File: src/pre_pkg.sv
// Constants and types for the root-complex event and bridge response block.
// Assumes a single 40 MHz core clock and an AXI4-Lite register master.
//
// Behaviour
// - Each vector status register holds 32 bits.
// - Arrival sets a bit; writing one clears it.
// - Set wins over a same-cycle clear.
// - Clearing one bit while another sets works.
// - Keep first PME requester ID until cleared.
// - Second PME sets status and pending bits.
// - Timed-out request gets bridge error response.
// - Timeouts arrive on their own interface.
// - Completion first; same-cycle timeout held, later.
// - Deferred timeouts queue up to 4; more are lost.
// - Read buffer limit set by parameter.
// - Oversized inbound read answered completer abort.
package pre_pkg;

	localparam int VEC_W      = 32;
	localparam int TAG_W      = 8;
	localparam int RID_W      = 16;
	localparam int LEN_W      = 13;
	localparam int MAX_RD_B   = 512;
	localparam int TO_DEPTH   = 4;

	localparam logic [7:0] A_VEC0    = 8'h00;
	localparam logic [7:0] A_VEC1    = 8'h04;
	localparam logic [7:0] A_ROOTST  = 8'h08;
	localparam logic [7:0] A_CTRL    = 8'h0c;
	localparam logic [7:0] A_BRSTAT  = 8'h10;

	localparam int RS_PME_STATUS = 16;
	localparam int RS_PME_PEND   = 17;

	localparam logic [1:0] RESP_OKAY   = 2'h0;
	localparam logic [1:0] RESP_SLVERR = 2'h2;
	localparam logic [1:0] RESP_DECERR = 2'h3;

	localparam logic [2:0] CPL_SC = 3'h0;
	localparam logic [2:0] CPL_UR = 3'h1;
	localparam logic [2:0] CPL_CA = 3'h4;

	localparam logic [31:0] CTRL_RST = 32'h0000_0001;

	typedef enum logic [1:0] {
		PRE_AX_IDLE,
		PRE_AX_BRESP,
		PRE_AX_RRESP
	} pre_ax_t;

endpackage

File: src/pre_fifo.sv
// Small FIFO memory used to queue PME requester IDs and deferred timeouts.
// Assumes the writer checks full and the reader checks empty.
`timescale 1ns/1ps
module pre_fifo #(
	parameter int W = 16,
	parameter int D = 4
) (
	// Clock and reset
	input  wire logic         clk,
	input  wire logic         srst,
	input  wire logic         ce,
	// Write side
	input  wire logic         wr,
	input  wire logic [W-1:0] wdata,
	output logic              full,
	// Read side
	input  wire logic         rd,
	output logic [W-1:0]      rdata,
	output logic              empty
);
	localparam int AW = $clog2(D);

	typedef struct packed {
		logic [AW-1:0] wp;
		logic [AW-1:0] rp;
		logic [AW:0]   cnt;
		logic [W-1:0]  head;
	} pre_fifo_t;

	logic [W-1:0] mem [D];
	pre_fifo_t    s;
	pre_fifo_t    next_s;

	always_comb begin
		next_s = s;
		if (wr && !full) begin
			next_s.wp = AW'(s.wp + 1'b1);
		end
		if (rd && !empty) begin
			next_s.rp = AW'(s.rp + 1'b1);
		end
		next_s.cnt = (AW+1)'(s.cnt + (wr && !full) - (rd && !empty));
		next_s.head = mem[next_s.rp];
		if (wr && !full && (next_s.cnt == (AW+1)'(1))) begin
			next_s.head = wdata;
		end
	end

	always_ff @(posedge clk) begin
		if (srst) begin
			s <= '0;
		end else if (ce) begin
			s <= next_s;
			if (wr && !full) begin
				mem[s.wp] <= wdata;
			end
		end
	end

	assign full  = (s.cnt == (AW+1)'(D));
	assign empty = (s.cnt == '0);
	assign rdata = s.head;

endmodule // pre_fifo

File: src/pre_top.sv
// Root-complex event logging and bridge response logic with AXI4-Lite registers.
// Assumes MSI, PME, completion and timeout strobes come from core-clock logic.
`timescale 1ns/1ps
module pre_top #(
	parameter int MAX_INBOUND_READ_BYTES = pre_pkg::MAX_RD_B
) (
	// Clock, reset, enable
	input  wire logic                      clk,
	input  wire logic                      srst,
	input  wire logic                      ce,
	// AXI4-Lite slave
	input  wire logic [7:0]                s_axi_awaddr,
	input  wire logic                      s_axi_awvalid,
	output logic                           s_axi_awready,
	input  wire logic [31:0]               s_axi_wdata,
	input  wire logic [3:0]                s_axi_wstrb,
	input  wire logic                      s_axi_wvalid,
	output logic                           s_axi_wready,
	output logic [1:0]                     s_axi_bresp,
	output logic                           s_axi_bvalid,
	input  wire logic                      s_axi_bready,
	input  wire logic [7:0]                s_axi_araddr,
	input  wire logic                      s_axi_arvalid,
	output logic                           s_axi_arready,
	output logic [31:0]                    s_axi_rdata,
	output logic [1:0]                     s_axi_rresp,
	output logic                           s_axi_rvalid,
	input  wire logic                      s_axi_rready,
	// MSI receiver
	input  wire logic                      msi_valid,
	input  wire logic [5:0]                msi_vector,
	// PME message receiver
	input  wire logic                      pme_valid,
	input  wire logic [pre_pkg::RID_W-1:0] pme_rid,
	// Outbound completion and timeout paths
	input  wire logic                      cpl_valid,
	input  wire logic [pre_pkg::TAG_W-1:0] cpl_tag,
	input  wire logic                      cto_valid,
	input  wire logic [pre_pkg::TAG_W-1:0] cto_tag,
	// Slave-side response to outbound requests
	output logic                           resp_valid,
	output logic [pre_pkg::TAG_W-1:0]      resp_tag,
	output logic                           resp_err,
	// Inbound memory read check
	input  wire logic                      ird_valid,
	input  wire logic [pre_pkg::LEN_W-1:0] ird_bytes,
	output logic                           ird_done,
	output logic [2:0]                     ird_status
);
	localparam int VW = pre_pkg::VEC_W;

	typedef struct packed {
		pre_pkg::pre_ax_t            ax;
		logic [31:0]                 rdata;
		logic [1:0]                  resp;
		logic                        awready;
		logic                        wready;
		logic                        arready;
		logic                        bvalid;
		logic                        rvalid;
		logic [VW-1:0]               vec0;
		logic [VW-1:0]               vec1;
		logic [31:0]                 ctrl;
		logic                        pme_st;
		logic [pre_pkg::RID_W-1:0]   pme_id;
		logic [15:0]                 to_count;
		logic                        resp_valid;
		logic [pre_pkg::TAG_W-1:0]   resp_tag;
		logic                        resp_err;
		logic                        ird_done;
		logic [2:0]                  ird_status;
	} pre_top_t;

	pre_top_t s;
	pre_top_t next_s;

	logic                      pq_full;
	logic                      pq_empty;
	logic [pre_pkg::RID_W-1:0] pq_head;
	logic                      pq_wr;
	logic                      pq_rd;
	logic                      tq_full;
	logic                      tq_empty;
	logic [pre_pkg::TAG_W-1:0] tq_head;
	logic                      tq_wr;
	logic                      tq_rd;
	logic                      wr_go;
	logic                      rd_go;
	logic [31:0]               w1c;
	logic                      pme_clr;

	// ----------------------------------------------------------------
	// Byte-lane mask for register writes.
	// ----------------------------------------------------------------
	function automatic logic [31:0] lane_mask(input logic [3:0] strb);
		logic [31:0] m;
		m = '0;
		for (int i = 0; i < 4; i++) begin
			m[i*8 +: 8] = {8{strb[i]}};
		end
		return m;
	endfunction

	// ----------------------------------------------------------------
	// Vector status update: set wins per bit, other bits clear freely.
	// ----------------------------------------------------------------
	function automatic logic [VW-1:0] vec_next(input logic [VW-1:0] cur,
	                                           input logic [VW-1:0] set,
	                                           input logic [VW-1:0] clr);
		return (cur & ~clr) | set;
	endfunction

	// ----------------------------------------------------------------
	// Queues for PME requester IDs and deferred timeouts.
	// ----------------------------------------------------------------
	pre_fifo #(
		.W (pre_pkg::RID_W),
		.D (pre_pkg::TO_DEPTH)
	) u_pme_q (
		.clk   (clk),
		.srst  (srst),
		.ce    (ce),
		.wr    (pq_wr),
		.wdata (pme_rid),
		.full  (pq_full),
		.rd    (pq_rd),
		.rdata (pq_head),
		.empty (pq_empty)
	);

	pre_fifo #(
		.W (pre_pkg::TAG_W),
		.D (pre_pkg::TO_DEPTH)
	) u_to_q (
		.clk   (clk),
		.srst  (srst),
		.ce    (ce),
		.wr    (tq_wr),
		.wdata (cto_tag),
		.full  (tq_full),
		.rd    (tq_rd),
		.rdata (tq_head),
		.empty (tq_empty)
	);

	// ----------------------------------------------------------------
	// Next-state logic.
	// ----------------------------------------------------------------
	always_comb begin
		logic [VW-1:0] set0;
		logic [VW-1:0] set1;
		logic [VW-1:0] clr0;
		logic [VW-1:0] clr1;
		logic          to_now;
		set0   = '0;
		set1   = '0;
		clr0   = '0;
		clr1   = '0;
		to_now = 1'b0;
		next_s = s;
		wr_go  = s.awready && s.wready && s_axi_awvalid && s_axi_wvalid;
		rd_go  = s.arready && s_axi_arvalid;
		w1c    = s_axi_wdata & lane_mask(s_axi_wstrb);
		pme_clr = 1'b0;
		pq_wr  = 1'b0;
		pq_rd  = 1'b0;
		tq_wr  = 1'b0;
		tq_rd  = 1'b0;

		// ----------------------------------------------------------------
		// Message-signalled interrupt arrival, two 32-bit banks.
		// ----------------------------------------------------------------
		if (msi_valid && s.ctrl[0]) begin
			if (msi_vector[5]) begin
				set1[msi_vector[4:0]] = 1'b1;
			end else begin
				set0[msi_vector[4:0]] = 1'b1;
			end
		end

		// ----------------------------------------------------------------
		// AXI4-Lite handshakes: one write or one read at a time.
		// ----------------------------------------------------------------
		next_s.awready = 1'b0;
		next_s.wready  = 1'b0;
		next_s.arready = 1'b0;
		case (s.ax)
			pre_pkg::PRE_AX_IDLE: begin
				if (wr_go) begin
					next_s.resp = pre_pkg::RESP_OKAY;
					case (s_axi_awaddr)
						pre_pkg::A_VEC0: clr0 = w1c;
						pre_pkg::A_VEC1: clr1 = w1c;
						pre_pkg::A_ROOTST: pme_clr = w1c[pre_pkg::RS_PME_STATUS];
						pre_pkg::A_CTRL: begin
							next_s.ctrl = (s.ctrl & ~lane_mask(s_axi_wstrb)) | w1c;
						end
						pre_pkg::A_BRSTAT: ;
						default: next_s.resp = pre_pkg::RESP_DECERR;
					endcase
					next_s.ax = pre_pkg::PRE_AX_BRESP;
				end else if (rd_go) begin
					next_s.resp = pre_pkg::RESP_OKAY;
					case (s_axi_araddr)
						pre_pkg::A_VEC0:   next_s.rdata = s.vec0;
						pre_pkg::A_VEC1:   next_s.rdata = s.vec1;
						pre_pkg::A_ROOTST: begin
							next_s.rdata = {14'h0, s.pme_st && !pq_empty,
							                s.pme_st, s.pme_id};
						end
						pre_pkg::A_CTRL:   next_s.rdata = s.ctrl;
						pre_pkg::A_BRSTAT: begin
							next_s.rdata = {13'h0, pq_empty, tq_empty, tq_full, s.to_count};
						end
						default: begin
							next_s.rdata = 32'h0000_0000;
							next_s.resp  = pre_pkg::RESP_DECERR;
						end
					endcase
					next_s.ax = pre_pkg::PRE_AX_RRESP;
				end else begin
					// Offer one channel at a time so a read is never lost to a write.
					next_s.arready = !(s_axi_awvalid || s_axi_wvalid);
					next_s.awready = !next_s.arready;
					next_s.wready  = !next_s.arready;
				end
			end
			pre_pkg::PRE_AX_BRESP: begin
				if (s_axi_bready) begin
					next_s.ax = pre_pkg::PRE_AX_IDLE;
				end
			end
			pre_pkg::PRE_AX_RRESP: begin
				if (s_axi_rready) begin
					next_s.ax = pre_pkg::PRE_AX_IDLE;
				end
			end
			default: next_s.ax = pre_pkg::PRE_AX_IDLE;
		endcase
		if (s.ax == pre_pkg::PRE_AX_IDLE && (wr_go || rd_go)) begin
			next_s.awready = 1'b0;
			next_s.wready  = 1'b0;
			next_s.arready = 1'b0;
		end
		next_s.bvalid = (next_s.ax == pre_pkg::PRE_AX_BRESP);
		next_s.rvalid = (next_s.ax == pre_pkg::PRE_AX_RRESP);

		// ----------------------------------------------------------------
		// Vector status registers.
		// ----------------------------------------------------------------
		next_s.vec0 = vec_next(s.vec0, set0, clr0);
		next_s.vec1 = vec_next(s.vec1, set1, clr1);

		// ----------------------------------------------------------------
		// Power-management event logging with requester ID queue.
		// ----------------------------------------------------------------
		if (pme_clr && s.pme_st) begin
			if (!pq_empty) begin
				next_s.pme_id = pq_head;
				next_s.pme_st = 1'b1;
				pq_rd         = 1'b1;
			end else begin
				next_s.pme_st = 1'b0;
			end
		end
		if (pme_valid) begin
			if (!next_s.pme_st) begin
				next_s.pme_st = 1'b1;
				next_s.pme_id = pme_rid;
			end else begin
				pq_wr = 1'b1;
			end
		end

		// ----------------------------------------------------------------
		// Outbound completion and timeout response arbitration.
		// ----------------------------------------------------------------
		next_s.resp_valid = 1'b0;
		next_s.resp_err   = 1'b0;
		if (cpl_valid) begin
			next_s.resp_valid = 1'b1;
			next_s.resp_tag   = cpl_tag;
			tq_wr             = cto_valid;
		end else if (!tq_empty) begin
			next_s.resp_valid = 1'b1;
			next_s.resp_err   = 1'b1;
			next_s.resp_tag   = tq_head;
			tq_rd             = 1'b1;
			tq_wr             = cto_valid;
		end else if (cto_valid) begin
			to_now            = 1'b1;
			next_s.resp_valid = 1'b1;
			next_s.resp_err   = 1'b1;
			next_s.resp_tag   = cto_tag;
		end
		if (next_s.resp_err) begin
			next_s.to_count = 16'(s.to_count + 1'b1);
		end
		if (to_now) begin
			next_s.resp_tag = cto_tag;
		end

		// ----------------------------------------------------------------
		// Inbound memory read size check.
		// ----------------------------------------------------------------
		next_s.ird_done = ird_valid;
		if (ird_valid) begin
			if (32'(ird_bytes) > MAX_INBOUND_READ_BYTES) begin
				next_s.ird_status = pre_pkg::CPL_CA;
			end else begin
				next_s.ird_status = pre_pkg::CPL_SC;
			end
		end
	end

	// ----------------------------------------------------------------
	// State register.
	// ----------------------------------------------------------------
	always_ff @(posedge clk) begin
		if (srst) begin
			s      <= '0;
			s.ctrl <= pre_pkg::CTRL_RST;
		end else if (ce) begin
			s <= next_s;
		end
	end

	// ----------------------------------------------------------------
	// Outputs, all from flip-flops.
	// ----------------------------------------------------------------
	assign s_axi_awready = s.awready;
	assign s_axi_wready  = s.wready;
	assign s_axi_arready = s.arready;
	assign s_axi_bvalid  = s.bvalid;
	assign s_axi_bresp   = s.resp;
	assign s_axi_rvalid  = s.rvalid;
	assign s_axi_rresp   = s.resp;
	assign s_axi_rdata   = s.rdata;
	assign resp_valid    = s.resp_valid;
	assign resp_tag      = s.resp_tag;
	assign resp_err      = s.resp_err;
	assign ird_done      = s.ird_done;
	assign ird_status    = s.ird_status;

endmodule // pre_top

File: config.mk
export PLATFORM = sky130hd
export DESIGN_NAME = pre_top
export DESIGN_NICKNAME = d
export VERILOG_FILES = /design/src/pre_pkg.sv /design/src/pre_fifo.sv /design/src/pre_top.sv
export SDC_FILE = /design/constraint.sdc
export NUM_CORES = 1
export LEC_CHECK = 0
export BUFFER_PORTS_ARGS = -buffer_cell sky130_fd_sc_hd__buf_2
export CAP_MARGIN = 15
export CORE_ASPECT_RATIO = 1.2
export CORE_MARGIN = 2
export CORE_UTILIZATION = 63
export DETAILED_ROUTE_END_ITERATION = 10
export GPL_ROUTABILITY_DRIVEN = 1
export PLACE_DENSITY = 0.86
export SYNTH_ARGS = -nofsm -noshare
export SYNTH_HDL_FRONTEND = slang
export SYNTH_HIERARCHICAL = 1
export SYNTH_SLANG_ARGS = --single-unit
File: constraint.sdc
create_clock -name clk -period 8.3 [get_ports clk]
set_input_delay 1.66 -clock clk [delete_from_list [all_inputs] [get_ports clk]]
set_output_delay 1.66 -clock clk [all_outputs]
set_load 0.005 [all_outputs]
==> results_dict.tcl <==
set metrics [dict create \
    slew_headroom 0.234 \
    synth_area_leaders "dfxtp_1 (30%), edfxtp_1 (20%), nand2_1 (5.1%), buf_4 (4.0%), mux2_2 (3.8%)" \
    critical_path_required_ns 8.72 \
    syn_inst 1446 \
    hold_viol 0 \
    die_x_um 143 \
    final_nets 1647 \
    drive_above_1_share 0.198 \
    fin_crit_ns 5.38 \
    setup_viol 0 \
    insertion_delay_ns 0.56 \
    syn_area_per_cell_um2 10.1 \
    synth_top_area_share 0.298 \
    grt_start_max_net_pins 77 \
    start_util 0.637 \
    grt.total_usage 0.306 \
    post_cts_buffers 0 \
    ant_nets 0 \
    drv_cap 0 \
    ys_seq_elements 314 \
    fmax_mhz 186 \
    synthDistinctLibCells 71 \
    wl_um 37800 \
    grt-ovfl-total 0 \
    clk_pin_slew_ns 0.07 \
    core_um2 23000 \
    tritoncts "yes" \
    synthTopCellsByCount "dfxtp_1 (218), nand2_1 (197), nor2_1 (138), edfxtp_1 (96), buf_4 (77)" \
    yosysWarnings 6 \
    clock_path_buffers 3 \
    dieArea_um2 24500 \
    drt_pass1_iterations 6 \
    reg2reg_depth 15 \
    num_rows 61 \
    grt_first_pass_wirelength_um 59400 \
    fin_util 0.700 \
    drc 0 \
    end_kind "register" \
    area_growth_pct 9.92 \
    dp_hpwl_um 25300 \
    rsz0062_at_grt "no" \
    drv_slew 0 \
    async_reset_ff_frac 0 \
    ioPinCount 171 \
    fin_skew_ns 0.0134 \
    gp_congestion 0.867 \
    fin_crit_sh 0.648 \
    cp-start-kind "input pin" \
    diodes 0 \
    cts.hold.buffers_added 0 \
    vias_per_cell 6.25 \
    synth-edff-count 96 \
    post_cts_resized 0 \
    tightest_slew_ns 1.14 \
    powerDensity_nw_per_um2 202 \
    power_leakage_nw 5.85 \
    hold-path-cell-count 2 \
    fin_ws_ns 2.92 \
    hold_path_class "reg2reg" \
    synth-seq-area-share 0.495 \
    preCtsSetupSlack_ns 2.38 \
    p_total_w 0.00325 \
    wl_per_cell_um 20.4 \
    fillers 1671 \
    antenna_found_initial 1 \
    worstPathArrival_ns 5.80 \
    vias 11586 \
    yosys.area.top_type "dfxtp_1" \
    cts_inserted_buffers 30 \
    synthesis.area_um2 14600 \
    clockRootBuffer "clkbuf_16" \
    yosysMostFrequentCell "dfxtp_1" \
    tns_ns 0 \
    drt_iter0_markers 1056 \
    status "complete, no violations" \
    ys_dominant_reg_cell "dfxtp_1" \
    die_height_um 171 \
    grt_pass1_vias 11414 \
    portBuffers 168 \
    htreeDepth 1 \
    crit_type "in2reg" \
    whs_ns 0.453 \
    crit_path_max_fanout 18 \
    ir_drop_mv 0.181 \
    cts.sinks 314 \
]
[placed cells by master (no fill, tap or decap), types with 13 or more instances in the layout]
master / instances
a211oi_1: 22
a21boi_0: 14
a21oi_1: 66
a221oi_1: 23
a22oi_1: 48
a311oi_1: 31
a32o_1: 55
and2_1: 16
buf_2: 167
buf_4: 20
clkbuf_16: 32
dfxtp_1: 218
edfxtp_1: 96
ha_1: 13
inv_1: 25
mux2_2: 49
mux2i_1: 55
nand2_1: 197
nand3_1: 15
nor2_1: 137
nor2b_1: 18
nor3_1: 25
o21ai_0: 27
xor2_1: 13
[path summary, 6_finish.rpt]
| path | end | slack, ns | startpoint |
|---|---|---|---|
| setup reg to reg | u_pme_q/rdata[11]$_SDFFE_PP0P_ | 3.79 | s[183]$_SDFFE_PP0P_ |
| setup / recovery | u_pme_q/rdata[11]$_SDFFE_PP0P_ | 2.92 | s_axi_awaddr[3] |
| hold / removal | register | 0.45 | register |
| hold reg to reg | register | 0.45 | register |
[cell type report]
type	instances	area, um^2	area share
sequential	314	7250	0.451
inverter	25	93.8	0.00583
clock inverter	8	96.3	0.00599
multi-input combinational	957	6370	0.396
timing repair buffer	188	997	0.0620
tap	315	394	0.0245
clock buffer	47	887	0.0551
[cells by family after synthesis]
family	after synthesis	share of synthesized area
buffers and inverters	176	0.0699
AND/OR/NAND/NOR	488	0.161
multiplexers	105	0.0769
flip-flops	314	0.495
other	1	0.000256
XOR/XNOR	27	0.0189
AO/OA/AOI/OAI	320	0.164
adder cells (fa/ha/maj)	15	0.0139
[power by group]
group | internal, W | total (W) | switching [W]
clock network | 0.000794 | 0.00137 | 0.000578
logic | 0.0000932 | 0.000250 | 0.000157
registers | 0.00161 | 0.00163 | 0.0000240
[per-stage QoR]
| stage | cells | cell area, um^2 |
|---|---|---|
| final | 1854 | 16100 |
| after global routing | 1854 | 16100 |
| after CTS | 1850 | 16100 |
| after detailed placement | 1795 | 15100 |
| after global placement | 1795 | 15100 |
| after floorplan | 1447 | 14600 |
[per-layer routing]
layer | vias to the layer above | track usage | part of all wire
li1 | 5315 | - | -
met1 | 5613 | 0.372 | 0.38
met2 | 552 | 0.531 | 0.50
met3 | 106 | 0.0434 | 0.076
met4 | 0 | 0.148 | 0.046
met5 | - | 0 | 0
[worst max-delay path: stages]
cell,delay [ns]
buf_2,0.30
nor3b_2,0.29
nand4b_1,0.16
nor3_1,0.33
o31ai_1,0.19
inv_1,0.10
ha_1,0.24
inv_1,0.07
ha_1,0.16
fa_1,0.44
nand2b_1,0.19
nor4b_4,0.84
nor2b_1,0.36
buf_4,0.29
nand2_1,0.07
a311oi_1,0.09
(Power assumes the default switching activity.)
